===== config.mk =====
export PLATFORM = sky130hd
export DESIGN_NAME = rps_switch
export DESIGN_NICKNAME = d
export VERILOG_FILES = /design/src/verilog/rps_pkg.sv /design/src/verilog/rps_chan_req.sv /design/src/verilog/rps_oh_access.sv /design/src/verilog/rps_switch.sv
export SDC_FILE = /design/constraint.sdc
export NUM_CORES = 1
export LEC_CHECK = 0
export BUFFER_PORTS_ARGS = -buffer_cell sky130_fd_sc_hd__buf_4
export CAP_MARGIN = 10
export CORE_AREA = 2 2 190 192
export CTS_CLUSTER_SIZE = 20
export DETAILED_ROUTE_END_ITERATION = 7
export DIE_AREA = 0 0 192 194
export PLACE_DENSITY = 0.75
export SYNTH_ARGS = -nofsm -noshare
export SYNTH_HDL_FRONTEND = slang
export SYNTH_SLANG_ARGS = --single-unit

===== constraint.sdc =====
create_clock -name pclk -period 9.6 [get_ports pclk]
set_clock_uncertainty 0.15 [all_clocks]
set_input_delay 0 -clock pclk [delete_from_list [all_inputs] [get_ports pclk]]
set_output_delay 0 -clock pclk [all_outputs]
set_load 0.1 [all_outputs]

===== src/verilog/rps_pkg.sv =====
// Shared constants, message layouts and state codes for the protection switch
package rps_pkg;

  // Register byte offsets
  localparam logic [11:0] RPS_CTRL_OFS = 12'h000;
  localparam logic [11:0] RPS_LOCKW_OFS = 12'h004;
  localparam logic [11:0] RPS_LOCKP_OFS = 12'h008;
  localparam logic [11:0] RPS_FORCE_OFS = 12'h00C;
  localparam logic [11:0] RPS_MANUAL_OFS = 12'h010;
  localparam logic [11:0] RPS_EXER_OFS = 12'h014;
  localparam logic [11:0] RPS_PRIO_OFS = 12'h018;
  localparam logic [11:0] RPS_SWSTAT_OFS = 12'h01C;
  localparam logic [11:0] RPS_CHSTAT_OFS = 12'h020;
  localparam logic [11:0] RPS_PSTAT_OFS = 12'h024;
  localparam logic [11:0] RPS_OHSTAT_OFS = 12'h028;

  // Control register fields
  localparam int RPS_CTRL_EN_BIT = 0;
  localparam int RPS_CTRL_1P1_BIT = 1;
  localparam int RPS_CTRL_RPT_BIT = 2;
  localparam int RPS_CTRL_RADIO_BIT = 3;
  localparam int RPS_CTRL_DUP_BIT = 4;
  localparam logic [4:0] RPS_CTRL_RST = 5'h00;

  // Request levels, lower is more urgent, zero is no request
  localparam logic [3:0] RPS_LVL_NONE = 4'h0;
  localparam logic [3:0] RPS_LVL_LOCKOUT = 4'h1;
  localparam logic [3:0] RPS_LVL_FORCE = 4'h2;
  localparam logic [3:0] RPS_LVL_SF = 4'h3;
  localparam logic [3:0] RPS_LVL_HBER = 4'h4;
  localparam logic [3:0] RPS_LVL_LBER = 4'h5;
  localparam logic [3:0] RPS_LVL_EW = 4'h6;
  localparam logic [3:0] RPS_LVL_MANUAL = 4'h7;
  localparam logic [3:0] RPS_LVL_EXER = 4'h8;

  // Switch completion time
  localparam longint unsigned RPS_CLK_HZ = 64'd250000000;
  localparam longint unsigned RPS_SWITCH_MS = 64'd10;
  localparam int RPS_SWITCH_CYC = int'(RPS_SWITCH_MS * RPS_CLK_HZ / 64'd1000);

  // Exchange byte on the switch exchange channel
  typedef struct packed {
    logic kind;
    logic [2:0] slot;
    logic [3:0] chan;
  } rps_msg_t;
  localparam logic RPS_MSG_REQ = 1'b0;
  localparam logic RPS_MSG_BRG = 1'b1;

  // One overhead lane per frame
  typedef struct packed {
    logic ok;
    logic [7:0] ew;
    logic [7:0] sw;
    logic [7:0] phys;
  } rps_oh_t;

  typedef enum logic [2:0] {
    RPS_SL_IDLE = 3'b001,
    RPS_SL_REQ = 3'b010,
    RPS_SL_SEL = 3'b100
  } rps_slot_st_t;

endpackage


===== src/verilog/rps_chan_req.sv =====
// Per-channel ranking of commands and conditions into one request level
module rps_chan_req
  import rps_pkg::*;
(
  // Commands
  input wire logic lockout,
  input wire logic force_sw,
  input wire logic manual,
  input wire logic exercise,
  // Conditions
  input wire logic sf,
  input wire logic hber,
  input wire logic lber,
  input wire logic ew,
  // Result
  output logic [3:0] level
);

  always_comb
  begin
    if (lockout)
      level = RPS_LVL_LOCKOUT;
    else if (force_sw)
      level = RPS_LVL_FORCE;
    else if (sf)
      level = RPS_LVL_SF;
    else if (hber)
      level = RPS_LVL_HBER;
    else if (lber)
      level = RPS_LVL_LBER;
    else if (ew)
      level = RPS_LVL_EW;
    else if (manual)
      level = RPS_LVL_MANUAL;
    else if (exercise)
      level = RPS_LVL_EXER;
    else
      level = RPS_LVL_NONE;
  end

endmodule


===== src/verilog/rps_oh_access.sv =====
// Overhead access: exchange channel insert and extract, early warning merge
module rps_oh_access
  import rps_pkg::*;
#(
  parameter int WS = 2
)(
  // Clock and reset
  input wire logic pclk,
  input wire logic presetn,
  // Configuration
  input wire logic oh_frame,
  input wire logic use_radio,
  input wire logic dup_en,
  input wire logic repeater,
  // Overhead bytes
  input wire rps_oh_t section_in [2],
  input wire rps_oh_t radio_in [2],
  output rps_oh_t section_out [2],
  output rps_oh_t radio_out [2],
  // Exchange channels
  input wire logic [7:0] tx_sw,
  input wire logic [7:0] tx_phys,
  output logic [7:0] rx_sw,
  output logic rx_sw_valid,
  output logic [7:0] rx_phys,
  // Early warning
  input wire logic [7:0] local_ew,
  output logic [7:0] ew_to_switch,
  // Wayside
  input wire logic [WS-1:0] wayside_lost_in,
  output logic [WS-1:0] wayside_input_loss
);

  rps_oh_t lane;
  rps_oh_t tx_lane;
  logic [7:0] ew_comb;

  ////////////////////////////////////////////////////////////////////////////
  // Lane choice, falling back to the duplicate lane
  always_comb
  begin
    if (use_radio)
      lane = (dup_en && !radio_in[0].ok) ? radio_in[1] : radio_in[0];
    else
      lane = (dup_en && !section_in[0].ok) ? section_in[1] : section_in[0];
    ew_comb = (lane.ok ? lane.ew : 8'h00) | local_ew;
    tx_lane.ok = 1'b1;
    tx_lane.ew = repeater ? ew_comb : 8'h00;
    tx_lane.sw = tx_sw;
    tx_lane.phys = tx_phys;
  end

  ////////////////////////////////////////////////////////////////////////////
  // Extraction, once per frame
  always_ff @(posedge pclk or negedge presetn)
  begin
    if (!presetn)
    begin
      rx_sw <= 8'h00;
      rx_sw_valid <= 1'b0;
      rx_phys <= 8'h00;
      ew_to_switch <= 8'h00;
    end
    else
    begin
      rx_sw_valid <= oh_frame && lane.ok;
      if (oh_frame)
      begin
        rx_sw <= lane.sw;
        rx_phys <= lane.phys;
        ew_to_switch <= repeater ? 8'h00 : ew_comb;
      end
    end
  end

  // Insertion, once per frame
  always_ff @(posedge pclk or negedge presetn)
  begin
    if (!presetn)
    begin
      section_out[0] <= '0;
      section_out[1] <= '0;
      radio_out[0] <= '0;
      radio_out[1] <= '0;
    end
    else if (oh_frame)
    begin
      section_out[0] <= use_radio ? '0 : tx_lane;
      section_out[1] <= (dup_en && !use_radio) ? tx_lane : '0;
      radio_out[0] <= use_radio ? tx_lane : '0;
      radio_out[1] <= (dup_en && use_radio) ? tx_lane : '0;
    end
  end

  always_ff @(posedge pclk or negedge presetn)
  begin
    if (!presetn)
      wayside_input_loss <= '0;
    else
      wayside_input_loss <= wayside_lost_in;
  end

endmodule


===== src/verilog/rps_switch.sv =====
// Protection switch top: matrix, arbitration, peer signalling, APB registers
// How it works
// - m protection slots can each carry any one of the n working channels.
// - a switch not completed within 10 ms is flagged.
// - coordination uses only the dedicated exchange byte, never multiplex-section APS bytes.
// - both ends run identical logic watching all n working channels.
// - slots go to channels ranked by command or condition level, then assigned priority.
// - requests and bridge status travel to the peer on the exchange channel.
// - in 1+1 mode channel one is always bridged, no signalling needed.
// - protection-unable flag rises when any requesting channel stays unprotected.
// - switch status register shows every active alarm and command.
// - per-channel status registers show the active request for each channel.
// - the matrix passes data unchanged.
// - ports split into line side and tributary side, each in and out.
// - overhead access inserts and extracts the exchange channels in overhead bytes.
// - overhead access may duplicate the exchange channels on a second lane.
// - early warnings from overhead merge with local receiver warnings.
// - merged warnings go onward in repeaters, to the switch in terminals.
// - wayside input loss is reported per channel.
// - each working tributary feeds its working line and the distributor.
// - a peer request bridges that channel from the distributor to a protection line.
// - select protection only after the peer confirms the bridge (outside 1+1 mode) and content is good.
// - when slots run out, lowest ranked requests are denied or preempted.
//
// Local design decisions: the placing of the registers and register access over APB.
module rps_switch
  import rps_pkg::*;
#(
  parameter int N = 4,
  parameter int M = 1,
  parameter int W = 8,
  parameter int WS = 2,
  parameter int SWITCH_CYC = RPS_SWITCH_CYC
)(
  // APB
  input wire logic pclk,
  input wire logic presetn,
  input wire logic [11:0] paddr,
  input wire logic psel,
  input wire logic penable,
  input wire logic pwrite,
  input wire logic [31:0] pwdata,
  output logic [31:0] prdata,
  output logic pready,
  output logic pslverr,
  // Tributary side
  input wire logic [N-1:0][W-1:0] wtrib_in,
  input wire logic [M-1:0][W-1:0] otrib_in,
  output logic [N-1:0][W-1:0] wtrib_out,
  output logic [M-1:0][W-1:0] otrib_out,
  // Line side
  input wire logic [N-1:0][W-1:0] wline_in,
  input wire logic [M-1:0][W-1:0] pline_in,
  output logic [N-1:0][W-1:0] wline_out,
  output logic [M-1:0][W-1:0] pline_out,
  // Switch status port
  input wire logic [N-1:0] sf,
  input wire logic [N-1:0] hber,
  input wire logic [N-1:0] lber,
  input wire logic [M-1:0] pline_ok,
  output logic protection_unable_flag,
  // Overhead ports
  input wire logic oh_frame,
  input wire rps_oh_t section_overhead_port_in [2],
  input wire rps_oh_t radio_overhead_port_in [2],
  output rps_oh_t section_overhead_port_out [2],
  output rps_oh_t radio_overhead_port_out [2],
  // Radio physical interface exchange and status
  input wire logic [7:0] phys_tx_in,
  output logic [7:0] phys_rx_out,
  input wire logic [7:0] local_ew,
  input wire logic [WS-1:0] wayside_lost_in,
  output logic [WS-1:0] wayside_input_loss
);

  logic [4:0] ctrl_r;
  logic [N-1:0] lockw_r, force_r, manual_r, exer_r;
  logic [M-1:0] lockp_r;
  logic [2*N-1:0] prio_r;
  logic pready_r, pslverr_r;
  logic [31:0] prdata_r;
  rps_slot_st_t st_r [M];
  logic [3:0] chan_r [M];
  logic [31:0] tmr_r [M];
  logic [3:0] far_req_r [M];
  logic [3:0] far_brg_r [M];
  logic [3:0] tx_ptr_r;
  logic unable_r;
  logic [N-1:0][W-1:0] wline_r, wtrib_r;
  logic [M-1:0][W-1:0] pline_r, otrib_r;
  logic [7:0] ew_sw, rx_sw;
  logic rx_sw_valid;
  logic [3:0] lvl [N];
  logic [5:0] key [N];
  logic [N-1:0] req_ok, served, ew_ch;
  logic [3:0] best_c, brg [M];
  logic [5:0] best_k, worst_k;
  logic free_found, any_served, preempt;
  int free_s, worst_s;
  logic [M-1:0] release_s;
  rps_msg_t tx_msg, rx_msg;
  logic en, one_p1;
  logic [31:0] rd_nxt;
  logic map_ok;

  assign en = ctrl_r[RPS_CTRL_EN_BIT];
  assign one_p1 = ctrl_r[RPS_CTRL_1P1_BIT];
  assign ew_ch = ew_sw[N-1:0];
  assign rx_msg = rx_sw;

  ////////////////////////////////////////////////////////////////////////////
  // Per-channel levels
  for (genvar i = 0; i < N; i++)
  begin : g_ch
    rps_chan_req u_req (
      .lockout(lockw_r[i]),
      .force_sw(force_r[i]),
      .manual(manual_r[i]),
      .exercise(exer_r[i]),
      .sf(sf[i]),
      .hber(hber[i]),
      .lber(lber[i]),
      .ew(ew_ch[i]),
      .level(lvl[i])
    );
  end

  rps_oh_access #(.WS(WS)) u_oh (
    .pclk(pclk),
    .presetn(presetn),
    .oh_frame(oh_frame),
    .use_radio(ctrl_r[RPS_CTRL_RADIO_BIT]),
    .dup_en(ctrl_r[RPS_CTRL_DUP_BIT]),
    .repeater(ctrl_r[RPS_CTRL_RPT_BIT]),
    .section_in(section_overhead_port_in),
    .radio_in(radio_overhead_port_in),
    .section_out(section_overhead_port_out),
    .radio_out(radio_overhead_port_out),
    .tx_sw(tx_msg),
    .tx_phys(phys_tx_in),
    .rx_sw(rx_sw),
    .rx_sw_valid(rx_sw_valid),
    .rx_phys(phys_rx_out),
    .local_ew(local_ew),
    .ew_to_switch(ew_sw),
    .wayside_lost_in(wayside_lost_in),
    .wayside_input_loss(wayside_input_loss)
  );

  ////////////////////////////////////////////////////////////////////////////
  // Arbitration: at most one slot assignment per cycle, release decided for every slot
  always_comb
  begin
    best_c = 4'h0;
    best_k = 6'h3F;
    worst_k = 6'h00;
    worst_s = 0;
    free_s = 0;
    free_found = 1'b0;
    any_served = 1'b0;
    served = '0;
    for (int i = 0; i < N; i++)
    begin
      req_ok[i] = (lvl[i] != RPS_LVL_NONE) && (lvl[i] != RPS_LVL_LOCKOUT);
      key[i] = {lvl[i], prio_r[2*i +: 2]};
    end
    for (int s = 0; s < M; s++)
      for (int i = 0; i < N; i++)
        if (chan_r[s] == 4'(i + 1))
        begin
          served[i] = 1'b1;
          any_served = 1'b1;
          if (key[i] >= worst_k)
          begin
            worst_k = key[i];
            worst_s = s;
          end
        end
    for (int i = 0; i < N; i++)
      if (req_ok[i] && !served[i] && key[i] < best_k)
      begin
        best_k = key[i];
        best_c = 4'(i + 1);
      end
    for (int s = M - 1; s >= 0; s--)
      if (chan_r[s] == 4'h0 && !lockp_r[s])
      begin
        free_s = s;
        free_found = 1'b1;
      end
    preempt = en && best_c != 4'h0 && !free_found && any_served && best_k < worst_k;
    for (int s = 0; s < M; s++)
    begin
      release_s[s] = !en || lockp_r[s] || (preempt && s == worst_s);
      for (int i = 0; i < N; i++)
        if (chan_r[s] == 4'(i + 1) && !req_ok[i])
          release_s[s] = 1'b1;
      brg[s] = (one_p1 && s == 0) ? 4'h1 : far_req_r[s];
    end
  end

  ////////////////////////////////////////////////////////////////////////////
  // Slot state machines
  always_ff @(posedge pclk or negedge presetn)
  begin
    if (!presetn)
    begin
      for (int s = 0; s < M; s++)
      begin
        st_r[s] <= RPS_SL_IDLE;
        chan_r[s] <= 4'h0;
        tmr_r[s] <= 32'h0;
      end
    end
    else
    begin
      for (int s = 0; s < M; s++)
      begin
        case (st_r[s])
          RPS_SL_IDLE:
          begin
            tmr_r[s] <= 32'h0;
            if (en && best_c != 4'h0 && free_found && free_s == s && !release_s[s])
            begin
              chan_r[s] <= best_c;
              st_r[s] <= RPS_SL_REQ;
            end
          end
          RPS_SL_REQ:
          begin
            if (tmr_r[s] < SWITCH_CYC)
              tmr_r[s] <= tmr_r[s] + 32'h1;
            if (release_s[s])
            begin
              chan_r[s] <= 4'h0;
              st_r[s] <= RPS_SL_IDLE;
            end
            else if ((one_p1 || far_brg_r[s] == chan_r[s]) && pline_ok[s])
              st_r[s] <= RPS_SL_SEL;
          end
          RPS_SL_SEL:
          begin
            tmr_r[s] <= 32'h0;
            if (release_s[s])
            begin
              chan_r[s] <= 4'h0;
              st_r[s] <= RPS_SL_IDLE;
            end
            else if (!pline_ok[s])
              st_r[s] <= RPS_SL_REQ;
          end
          default:
          begin
            chan_r[s] <= 4'h0;
            st_r[s] <= RPS_SL_IDLE;
          end
        endcase
      end
    end
  end

  ////////////////////////////////////////////////////////////////////////////
  // Peer exchange: request and bridge state per slot, rotating each frame
  always_comb
  begin
    tx_msg.kind = tx_ptr_r[0];
    tx_msg.slot = tx_ptr_r[3:1];
    tx_msg.chan = 4'h0;
    for (int s = 0; s < M; s++)
      if (tx_ptr_r[3:1] == 3'(s))
        tx_msg.chan = tx_ptr_r[0] ? brg[s] : chan_r[s];
  end

  always_ff @(posedge pclk or negedge presetn)
  begin
    if (!presetn)
    begin
      tx_ptr_r <= 4'h0;
      for (int s = 0; s < M; s++)
      begin
        far_req_r[s] <= 4'h0;
        far_brg_r[s] <= 4'h0;
      end
    end
    else
    begin
      if (oh_frame)
        tx_ptr_r <= (tx_ptr_r == 4'(2 * M - 1)) ? 4'h0 : tx_ptr_r + 4'h1;
      for (int s = 0; s < M; s++)
        if (!en || one_p1)
        begin
          far_req_r[s] <= 4'h0;
          far_brg_r[s] <= 4'h0;
        end
        else if (rx_sw_valid && rx_msg.slot == 3'(s) && rx_msg.chan <= 4'(N))
        begin
          if (rx_msg.kind == RPS_MSG_REQ)
            far_req_r[s] <= rx_msg.chan;
          else
            far_brg_r[s] <= rx_msg.chan;
        end
    end
  end

  ////////////////////////////////////////////////////////////////////////////
  // Connection matrix
  always_ff @(posedge pclk or negedge presetn)
  begin
    if (!presetn)
    begin
      wline_r <= '0;
      wtrib_r <= '0;
      pline_r <= '0;
      otrib_r <= '0;
    end
    else
    begin
      wline_r <= wtrib_in;
      otrib_r <= pline_in;
      for (int i = 0; i < N; i++)
      begin
        wtrib_r[i] <= wline_in[i];
        for (int s = 0; s < M; s++)
          if (st_r[s] == RPS_SL_SEL && chan_r[s] == 4'(i + 1))
            wtrib_r[i] <= pline_in[s];
      end
      for (int s = 0; s < M; s++)
      begin
        pline_r[s] <= otrib_in[s];
        for (int i = 0; i < N; i++)
          if (brg[s] == 4'(i + 1))
            pline_r[s] <= wtrib_in[i];
      end
    end
  end

  always_ff @(posedge pclk or negedge presetn)
  begin
    if (!presetn)
      unable_r <= 1'b0;
    else
    begin
      unable_r <= 1'b0;
      for (int i = 0; i < N; i++)
        if (en && req_ok[i] && !served[i])
          unable_r <= 1'b1;
      for (int s = 0; s < M; s++)
        if (st_r[s] == RPS_SL_REQ && tmr_r[s] >= SWITCH_CYC)
          unable_r <= 1'b1;
    end
  end

  ////////////////////////////////////////////////////////////////////////////
  // APB slave, one wait state
  always_comb
  begin
    map_ok = 1'b1;
    rd_nxt = 32'h0;
    case (paddr)
      RPS_CTRL_OFS: rd_nxt = 32'(ctrl_r);
      RPS_LOCKW_OFS: rd_nxt = 32'(lockw_r);
      RPS_LOCKP_OFS: rd_nxt = 32'(lockp_r);
      RPS_FORCE_OFS: rd_nxt = 32'(force_r);
      RPS_MANUAL_OFS: rd_nxt = 32'(manual_r);
      RPS_EXER_OFS: rd_nxt = 32'(exer_r);
      RPS_PRIO_OFS: rd_nxt = 32'(prio_r);
      RPS_SWSTAT_OFS:
        rd_nxt = {16'h0, 8'(served), |ew_ch, |(hber | lber), |sf, |exer_r, |manual_r,
          |force_r, |(lockw_r) | |(lockp_r), unable_r};
      RPS_CHSTAT_OFS:
        for (int i = 0; i < N; i++)
          rd_nxt[4*i +: 4] = lvl[i];
      RPS_PSTAT_OFS:
        for (int s = 0; s < M; s++)
        begin
          rd_nxt[4*s +: 4] = chan_r[s];
          rd_nxt[16 + 4*s +: 4] = far_req_r[s];
        end
      RPS_OHSTAT_OFS: rd_nxt = {8'(wayside_input_loss), 16'h0, ew_sw};
      default: map_ok = 1'b0;
    endcase
  end

  always_ff @(posedge pclk or negedge presetn)
  begin
    if (!presetn)
    begin
      pready_r <= 1'b0;
      pslverr_r <= 1'b0;
      prdata_r <= 32'h0;
    end
    else
    begin
      pready_r <= psel && penable && !pready_r;
      pslverr_r <= psel && penable && !pready_r && !map_ok;
      prdata_r <= (psel && penable && !pready_r && !pwrite) ? rd_nxt : 32'h0;
    end
  end

  always_ff @(posedge pclk or negedge presetn)
  begin
    if (!presetn)
    begin
      ctrl_r <= RPS_CTRL_RST;
      lockw_r <= '0;
      lockp_r <= '0;
      force_r <= '0;
      manual_r <= '0;
      exer_r <= '0;
      prio_r <= '0;
    end
    else if (psel && penable && pready_r && pwrite)
    begin
      case (paddr)
        RPS_CTRL_OFS: ctrl_r <= pwdata[4:0];
        RPS_LOCKW_OFS: lockw_r <= pwdata[N-1:0];
        RPS_LOCKP_OFS: lockp_r <= pwdata[M-1:0];
        RPS_FORCE_OFS: force_r <= pwdata[N-1:0];
        RPS_MANUAL_OFS: manual_r <= pwdata[N-1:0];
        RPS_EXER_OFS: exer_r <= pwdata[N-1:0];
        RPS_PRIO_OFS: prio_r <= pwdata[2*N-1:0];
        default: ;
      endcase
    end
  end

  assign prdata = prdata_r;
  assign pready = pready_r;
  assign pslverr = pslverr_r;
  assign protection_unable_flag = unable_r;
  assign wline_out = wline_r;
  assign wtrib_out = wtrib_r;
  assign pline_out = pline_r;
  assign otrib_out = otrib_r;

  ////////////////////////////////////////////////////////////////////////////
  // Checks
  property p_sel_after_bridge;
    @(posedge pclk) disable iff (!presetn)
    (st_r[0] == RPS_SL_REQ && $past(st_r[0]) == RPS_SL_REQ && !one_p1) ##1 st_r[0] == RPS_SL_SEL
      |-> $past(far_brg_r[0]) == $past(chan_r[0]) && $past(pline_ok[0]);
  endproperty
  a_sel_after_bridge: assert property (p_sel_after_bridge) else $error("select before bridge");
  property p_wline_copy;
    @(posedge pclk) disable iff (!presetn) $past(presetn) |-> wline_out == $past(wtrib_in);
  endproperty
  a_wline_copy: assert property (p_wline_copy) else $error("working line not copied");
  property p_disabled_idle;
    @(posedge pclk) disable iff (!presetn) !en |=> chan_r[0] == 4'h0 && st_r[0] == RPS_SL_IDLE;
  endproperty
  a_disabled_idle: assert property (p_disabled_idle) else $error("slot busy while off");
  property p_timeout_flag;
    @(posedge pclk) disable iff (!presetn)
    (st_r[0] == RPS_SL_REQ && tmr_r[0] >= SWITCH_CYC) |=> protection_unable_flag;
  endproperty
  a_timeout_flag: assert property (p_timeout_flag) else $error("timeout not flagged");
  property p_unserved_flag;
    @(posedge pclk) disable iff (!presetn)
    (en && |(req_ok & ~served)) |=> protection_unable_flag;
  endproperty
  a_unserved_flag: assert property (p_unserved_flag) else $error("denied not flagged");
  property p_occ_pass;
    @(posedge pclk) disable iff (!presetn)
    (presetn && !one_p1 && far_req_r[0] == 4'h0) |=> pline_out[0] == $past(otrib_in[0]);
  endproperty
  a_occ_pass: assert property (p_occ_pass) else $error("occasional not on line");
  property p_one_plus_one;
    @(posedge pclk) disable iff (!presetn) one_p1 |=> pline_out[0] == $past(wtrib_in[0]);
  endproperty
  a_one_plus_one: assert property (p_one_plus_one) else $error("1+1 bridge missing");
  property p_otrib_pass;
    @(posedge pclk) disable iff (!presetn) $past(presetn) |-> otrib_out == $past(pline_in);
  endproperty
  a_otrib_pass: assert property (p_otrib_pass) else $error("matrix altered data");
  property p_lockout_release;
    @(posedge pclk) disable iff (!presetn) lockp_r[0] |=> chan_r[0] == 4'h0;
  endproperty
  a_lockout_release: assert property (p_lockout_release) else $error("locked slot used");

endmodule

==> results of run 1 <==
## per-layer routing
| metal | up-vias | part of all wire | GRT usage |
|---|---|---|---|
| li1 | 6688 | - | - |
| met1 | 7076 | 0.39 | 0.3487 |
| met2 | 692 | 0.50 | 0.5097 |
| met3 | 96 | 0.070 | 0.04507 |
| met4 | 0 | 0.034 | 0.1060 |
| met5 | - | 0 | 0 |
## repair_timing
item	in CTS	in global routing
endpoints found under the setup margin	0	0
endpoints found under the hold margin	329	0
hold buffers	227	0
## synthesized netlist by cell type (14+ instances only)
cell      count
nor3_1       27
and2_1       38
a211oi_1     31
ha_1         40
inv_1       142
xnor2_1      16
clkbuf_1     56
nor4_1       14
mux2_2       72
nand2_1     145
a21oi_1      53
and3_1       14
a31oi_1      30
o21ai_0     101
o22ai_1      59
nand2b_1     23
nand3_1      30
dfrtp_1     311
nor2_1      116
mux2i_1      35
nand3b_1     15
## state kept, by name (all words and copies together), names as in the netlist, 4 cells and up
signal	count
pline_out	8
u_oh.rx_phys	8
u_oh.ew_to_switch	8
u_oh.section_out	50
manual_r	4
otrib_out	8
ctrl_r	5
exer_r	4
wtrib_out	32
tmr_r	32
tx_ptr_r	4
wline_out	32
lockw_r	4
far_req_r	4
force_r	4
u_oh.rx_sw	8
u_oh.radio_out	50
prio_r	8
far_brg_r	4
prdata	22
## power by group
part	internal, mW	switching [mW]	leakage (nW)
registers	1.35	0.0331	4.05
clock network	0.844	0.560	0.612
logic	0.246	0.441	5.84
total	2.44	1.03	10.5
## per-stage QoR
step	utilization	cells	cell area, sq um	power, mW
after floorplan	-	1540	15160	1.804
after global placement	0.5381	2395	18950	2.010
after detailed placement	0.5381	2395	18950	2.018
after CTS	0.6373	2688	22450	3.497
after global routing	0.6373	2688	22450	3.611
final	0.6373	2688	22450	3.477
## cell type report
type	count	area (sq um)
flip-flops and latches	312	7810
clock inverters	20	191.4
inverters	142	533.0
well taps	461	576.8
repair buffers	698	5816
clock buffers	46	1031
fillers	2719	12780
multi-input cells	1009	6490
## worst max-delay path: cells and delay by family, from the launching register on
| family | cells | cell delay (ps) |
|---|---|---|
| AO/OA/AOI/OAI | 13 | 3640 |
| adder cells (fa/ha/maj) | 4 | 1170 |
| buffers and inverters | 1 | 40 |
| flip-flops | 1 | 450 |
| multiplexers | 3 | 1040 |
| AND/OR/NAND/NOR | 9 | 2020 |
## final timing paths
check	endpoint	slack, ps	depth (start not counted)
max reg2reg	chan_r[2]	950	30
min reg2reg	tmr_r[31]	340	1
max	chan_r[2]	950	30
min in group asynchronous	u_oh.section_out[31]	500	3
max in group asynchronous	wtrib_out[5]	6540	5
min	pline_out[0]	20	5
## logic make-up after synthesis
kind of cell | Yosys count | share of synthesized area
flip-flops | 312 | 0.5163
AO/OA/AOI/OAI | 352 | 0.1481
adder cells (fa/ha/maj) | 40 | 0.03309
multiplexers | 107 | 0.07676
XOR/XNOR | 20 | 0.01158
other | 1 | 0.0002479
buffers and inverters | 219 | 0.05832
AND/OR/NAND/NOR | 480 | 0.1557
==> qor.yml, run 1 <==
outcome: "finished clean"
nets: 2500
ant_nets: 0
grt_max_degree: 112
peakVddDrop_v: 0.0001198
setup_ws_ps: 951.5
gp_congestion: 1.009
area_delta_synth_final_pct: 48.41
grt_pass1_wl_mm: 82.59
grt_pass1_vias: 14679
timing.rr.start: "manual_r[0]"
postCtsSetupRepairBufs: 0
rows: 69
wl_per_cell_um: 20.27
power_density_nw_per_um2: 154.9
cp.required_ps: 9850
synthesis.area_sq_um: 15130
min_path_type: "input pin to flop"
die_w_um: 192
hp-start: "otrib_in[0]"
grt_antenna_before_repair: 0
cts_tree: "done"
io_buffers: 451
totalWireLength_mm: 54.48
cts_inserted_buffers: 36
ys_types: 69
max_cap_violations: 0
die_y_um: 194
drt-pass1-iter-count: 6
drtIter0Drc: 1108
finalHoldViolCount: 0
cpMostUsedCell: "ha_1"
cts.clk_slew.worst_paths_ps: 60
drc: 0
drive_above_1_share: 0.2789
syn_inst: 1531
period_needed_ps: 8648
final_cell_mix: "buf_4, dfrtp_1, dlygate4sd3_1, nand2_1, inv_1"
period_share: 0.9009
ys_seq_area_frac: 0.5163
ios: 486
cpPeakStageDelay_ps: 650
crit_arrival_ps: 8900
synth_edf_count: 0
overflow: 0
end_kind: "flop"
cts_resized: 0
start_util: 0.4294
clk_path_buf_depth: 3
cp_max_fo: 14
startpoint: "manual_r[0]"
slew_headroom: 0.2103
ys_warn_count: 0
cts.sinks: 312
root_buffer: "clkbuf_16"
grt_usage: 0.2868
core-area_sq_um: 35220
timing.hold.ws_ps: 23.14
tightest_slew_ps: 1174
via_count: 14552
rsz0062_at_grt: "no"
insertion_delay_ps: 530
ys.flop_type: "dfrtp_1"
power.leakage_nw: 10.50
slowest_stage: "a2111oi_4"
synth_top_area_frac: 0.5145
synth_seq_cells: 312
dp_hpwl_mm: 37.87
fin_tns_setup_ps: 0
cts-htree-levels: 2
avgSynthCellArea_sq_um: 9.880
critical_path_class: "flop to flop"
slew_viol_final: 0
vias_per_cell: 5.414
startpoint_type: "flop"
final_common_cell: "buf_4"
setup_viol: 0
fmax_mhz: 115.6
ys_async_sr_fraction: 1.000
dieArea_sq_um: 37250
place_ws_ps: 1058
synth_largest_area_cell: "dfrtp_1"
antenna_cells: 0
yosys-top-cells-area: "dfrtp_1, mux2_2, nand2_1"
Note: power is estimated with default switching activity, not from simulation.
==> run 2: changes to the inputs <==
ABC_AREA = 0   (was not set)
CORE_AREA = 2 2 188 190   (was 2 2 190 192)
DIE_AREA = 0 0 190 192   (was 0 0 192 194)
PLACE_DENSITY = 0.77   (was 0.75)
clock period = 9.9 ns   (was 9.6 ns; I/O delays follow)
==> qor.yml, run 2 (synthesis results as in run 1) <==
slowest_stage: "dlygate4sd3_1"
wl_per_cell_um: 20.24  # -0.12%
fin_tns_setup_ps: 0  # unchanged
cp.depth: 32  # +6.7%
core-area_sq_um: 34290  # -2.7%
crit_arrival_ps: 8970  # +70 ps
drtIter0Drc: 1007  # -9.1%
path_buf_inv: 3  # +2
root_buffer: "clkbuf_16"
cts.sinks: 312  # unchanged
cts-htree-levels: 2  # unchanged
met1_usage: 0.3532  # +0.004497
area_delta_synth_final_pct: 47.45
peakVddDrop_v: 0.0001226  # +2.4%
grt_antenna_before_repair: 0  # unchanged
max_cap_violations: 0  # unchanged
dp_cells: 2385  # -0.42%
grt_pass1_wl_mm: 81.92  # -0.82%
period_needed_ps: 8719  # +70.26 ps
nets: 2498  # -0.080%
seqCellArea_sq_um: 7810  # unchanged
critical_path_class: "flop to flop"
die_w_um: 190  # -1.0%
start_util: 0.4411  # +0.01172
drt-pass1-iter-count: 7  # +1
power_density_nw_per_um2: 146.1  # -5.6%
cts.clk_slew.worst_paths_ps: 60  # about the same
cp_max_fo: 10  # -4
fin_cells: 2675  # -0.48%
cp.required_ps: 10150  # +300 ps
fin_util: 0.6505  # +0.01316
outcome: "finished clean"
slew_viol_final: 0  # unchanged
setup_viol: 0  # unchanged
slew_headroom: 0.2351  # +0.02476
cpMostUsedCell: "ha_1"
final_cell_mix: "buf_4, dfrtp_1, dlygate4sd3_1, nand2_1, inv_1"
fill_cells: 2544  # -6.4%
io_buffers: 451  # unchanged
holdPathStages: 5  # unchanged
worst-r2r-cell-count: 32  # +6.7%
insertion_delay_ps: 530  # about the same
finalHoldViolCount: 0  # unchanged
rsz0062_at_grt: "no"
reg.largest.list: "u_oh.radio_out: 50 flops, u_oh.section_out: 50 flops"
rows: 68  # -1.4%
vias_per_cell: 5.459  # +0.85%
ant_nets: 0  # unchanged
die_y_um: 192  # -1.0%
clk_path_buf_depth: 3  # unchanged
grtUsageMet2: 0.5124  # +0.002659
dieArea_sq_um: 36480  # -2.1%
multiInputGateArea_sq_um: 6475  # -0.23%
finalPower_mw: 3.259  # -6.2%
grt_pass1_vias: 14905  # +1.5%
grt_usage: 0.2891  # +0.002232
via_count: 14604  # +0.36%
min_path_type: "input pin to flop"
cpPeakStageDelay_ps: 670  # +20 ps
drive_above_1_share: 0.2726  # -0.006205
busiest_layer: "met2"
tightest_slew_ps: 1137  # -36.81 ps
power.leakage_nw: 10.43  # -0.63%
cts_resized: 0  # unchanged
totalWireLength_mm: 54.15  # -0.61%
end_kind: "flop"
drc: 0  # unchanged
timing.hold.ws_ps: 16.21  # -6.934 ps
overflow: 0  # unchanged
fmax_mhz: 114.7  # -0.81%
cts_inserted_buffers: 35  # -2.8%
final_common_cell: "buf_4"
cp_top_family: "compound AO/OA/AOI/OAI gates"
gr-usage-met3: 0.04769  # +0.002621
gp_congestion: 0.9476  # -6.1%
ios: 486  # unchanged
startpoint_type: "flop"
cts_tree: "done"
period_share: 0.8807  # -0.02020
grt_max_degree: 106  # -5.4%
dp_hpwl_mm: 37.19  # -1.8%
[run 2: cell types whose count changed in the layout (fill, tap and decap cells not counted), sizes merged, moves of 2 or more]
cell | previous run | this run
buf | 471 | 468
clkinv | 15 | 3
inv | 142 | 145
clkbuf | 46 | 52
bufinv | 3 | 1
[run 2: final cells by class]
| type | instances | share of cell area |
|---|---|---|
| sequential | 312 | 0.3502 |
| tap | 455 | 0.02553 |
| timing repair buffer | 697 | 0.2613 |
| antenna | 1 | 0.0001122 |
| multi-input combinational | 1009 | 0.2903 |
| inverter | 142 | 0.02390 |
| clock buffer | 51 | 0.04511 |
| clock inverter | 8 | 0.003534 |
[run 2: worst min-delay path, stage by stage]
cell,delay (ps)
buf_4,80
a211oi_1,50
a31oi_1,130
a21oi_1,230
o22ai_1,150
[run 2: what timing repair did]
item | 4_1_cts | 5_1_grt
hold endpoints to repair | 325 | 2
hold buffers | 227 | 2
setup buffers | 0 | 0
[run 2: worst paths after layout]
path,from,end,slack (ps)
worst min register to register,tmr_r[24],tmr_r[24],340
worst min-delay path,section_overhead_port_in[18],u_oh.ew_to_switch[2],20
worst max register to register,manual_r[1],chan_r[1],1180
worst max-delay path,manual_r[1],chan_r[1],1180
max in group asynchronous,presetn,wtrib_out[16],7330
min in group asynchronous,presetn,u_oh.section_out[15],470
[run 2: per-stage QoR]
| step | setup WS [ps] | area [sq um] |
|---|---|---|
| 2_1_floorplan | 2671 | 15160 |
| 3_3_place_gp | 1640 | 18900 |
| 3_5_place_dp | 1488 | 18900 |
| 4_1_cts | 1223 | 22280 |
| 5_1_grt | 650.7 | 22300 |
| 6_report | 1181 | 22300 |
[run 2: power by group]
part | internal (mW) | switching [mW] | total [mW]
Sequential | 1.31 | 0.0317 | 1.34
Clock | 0.731 | 0.520 | 1.25
Combinational | 0.240 | 0.425 | 0.665
Total | 2.28 | 0.977 | 3.26
[run 2: routing by layer]
metal	wire length [um]	share of wire
met5	0	0
met4	2061	0.038
met3	3755	0.069
met2	27110	0.50
met1	21220	0.39
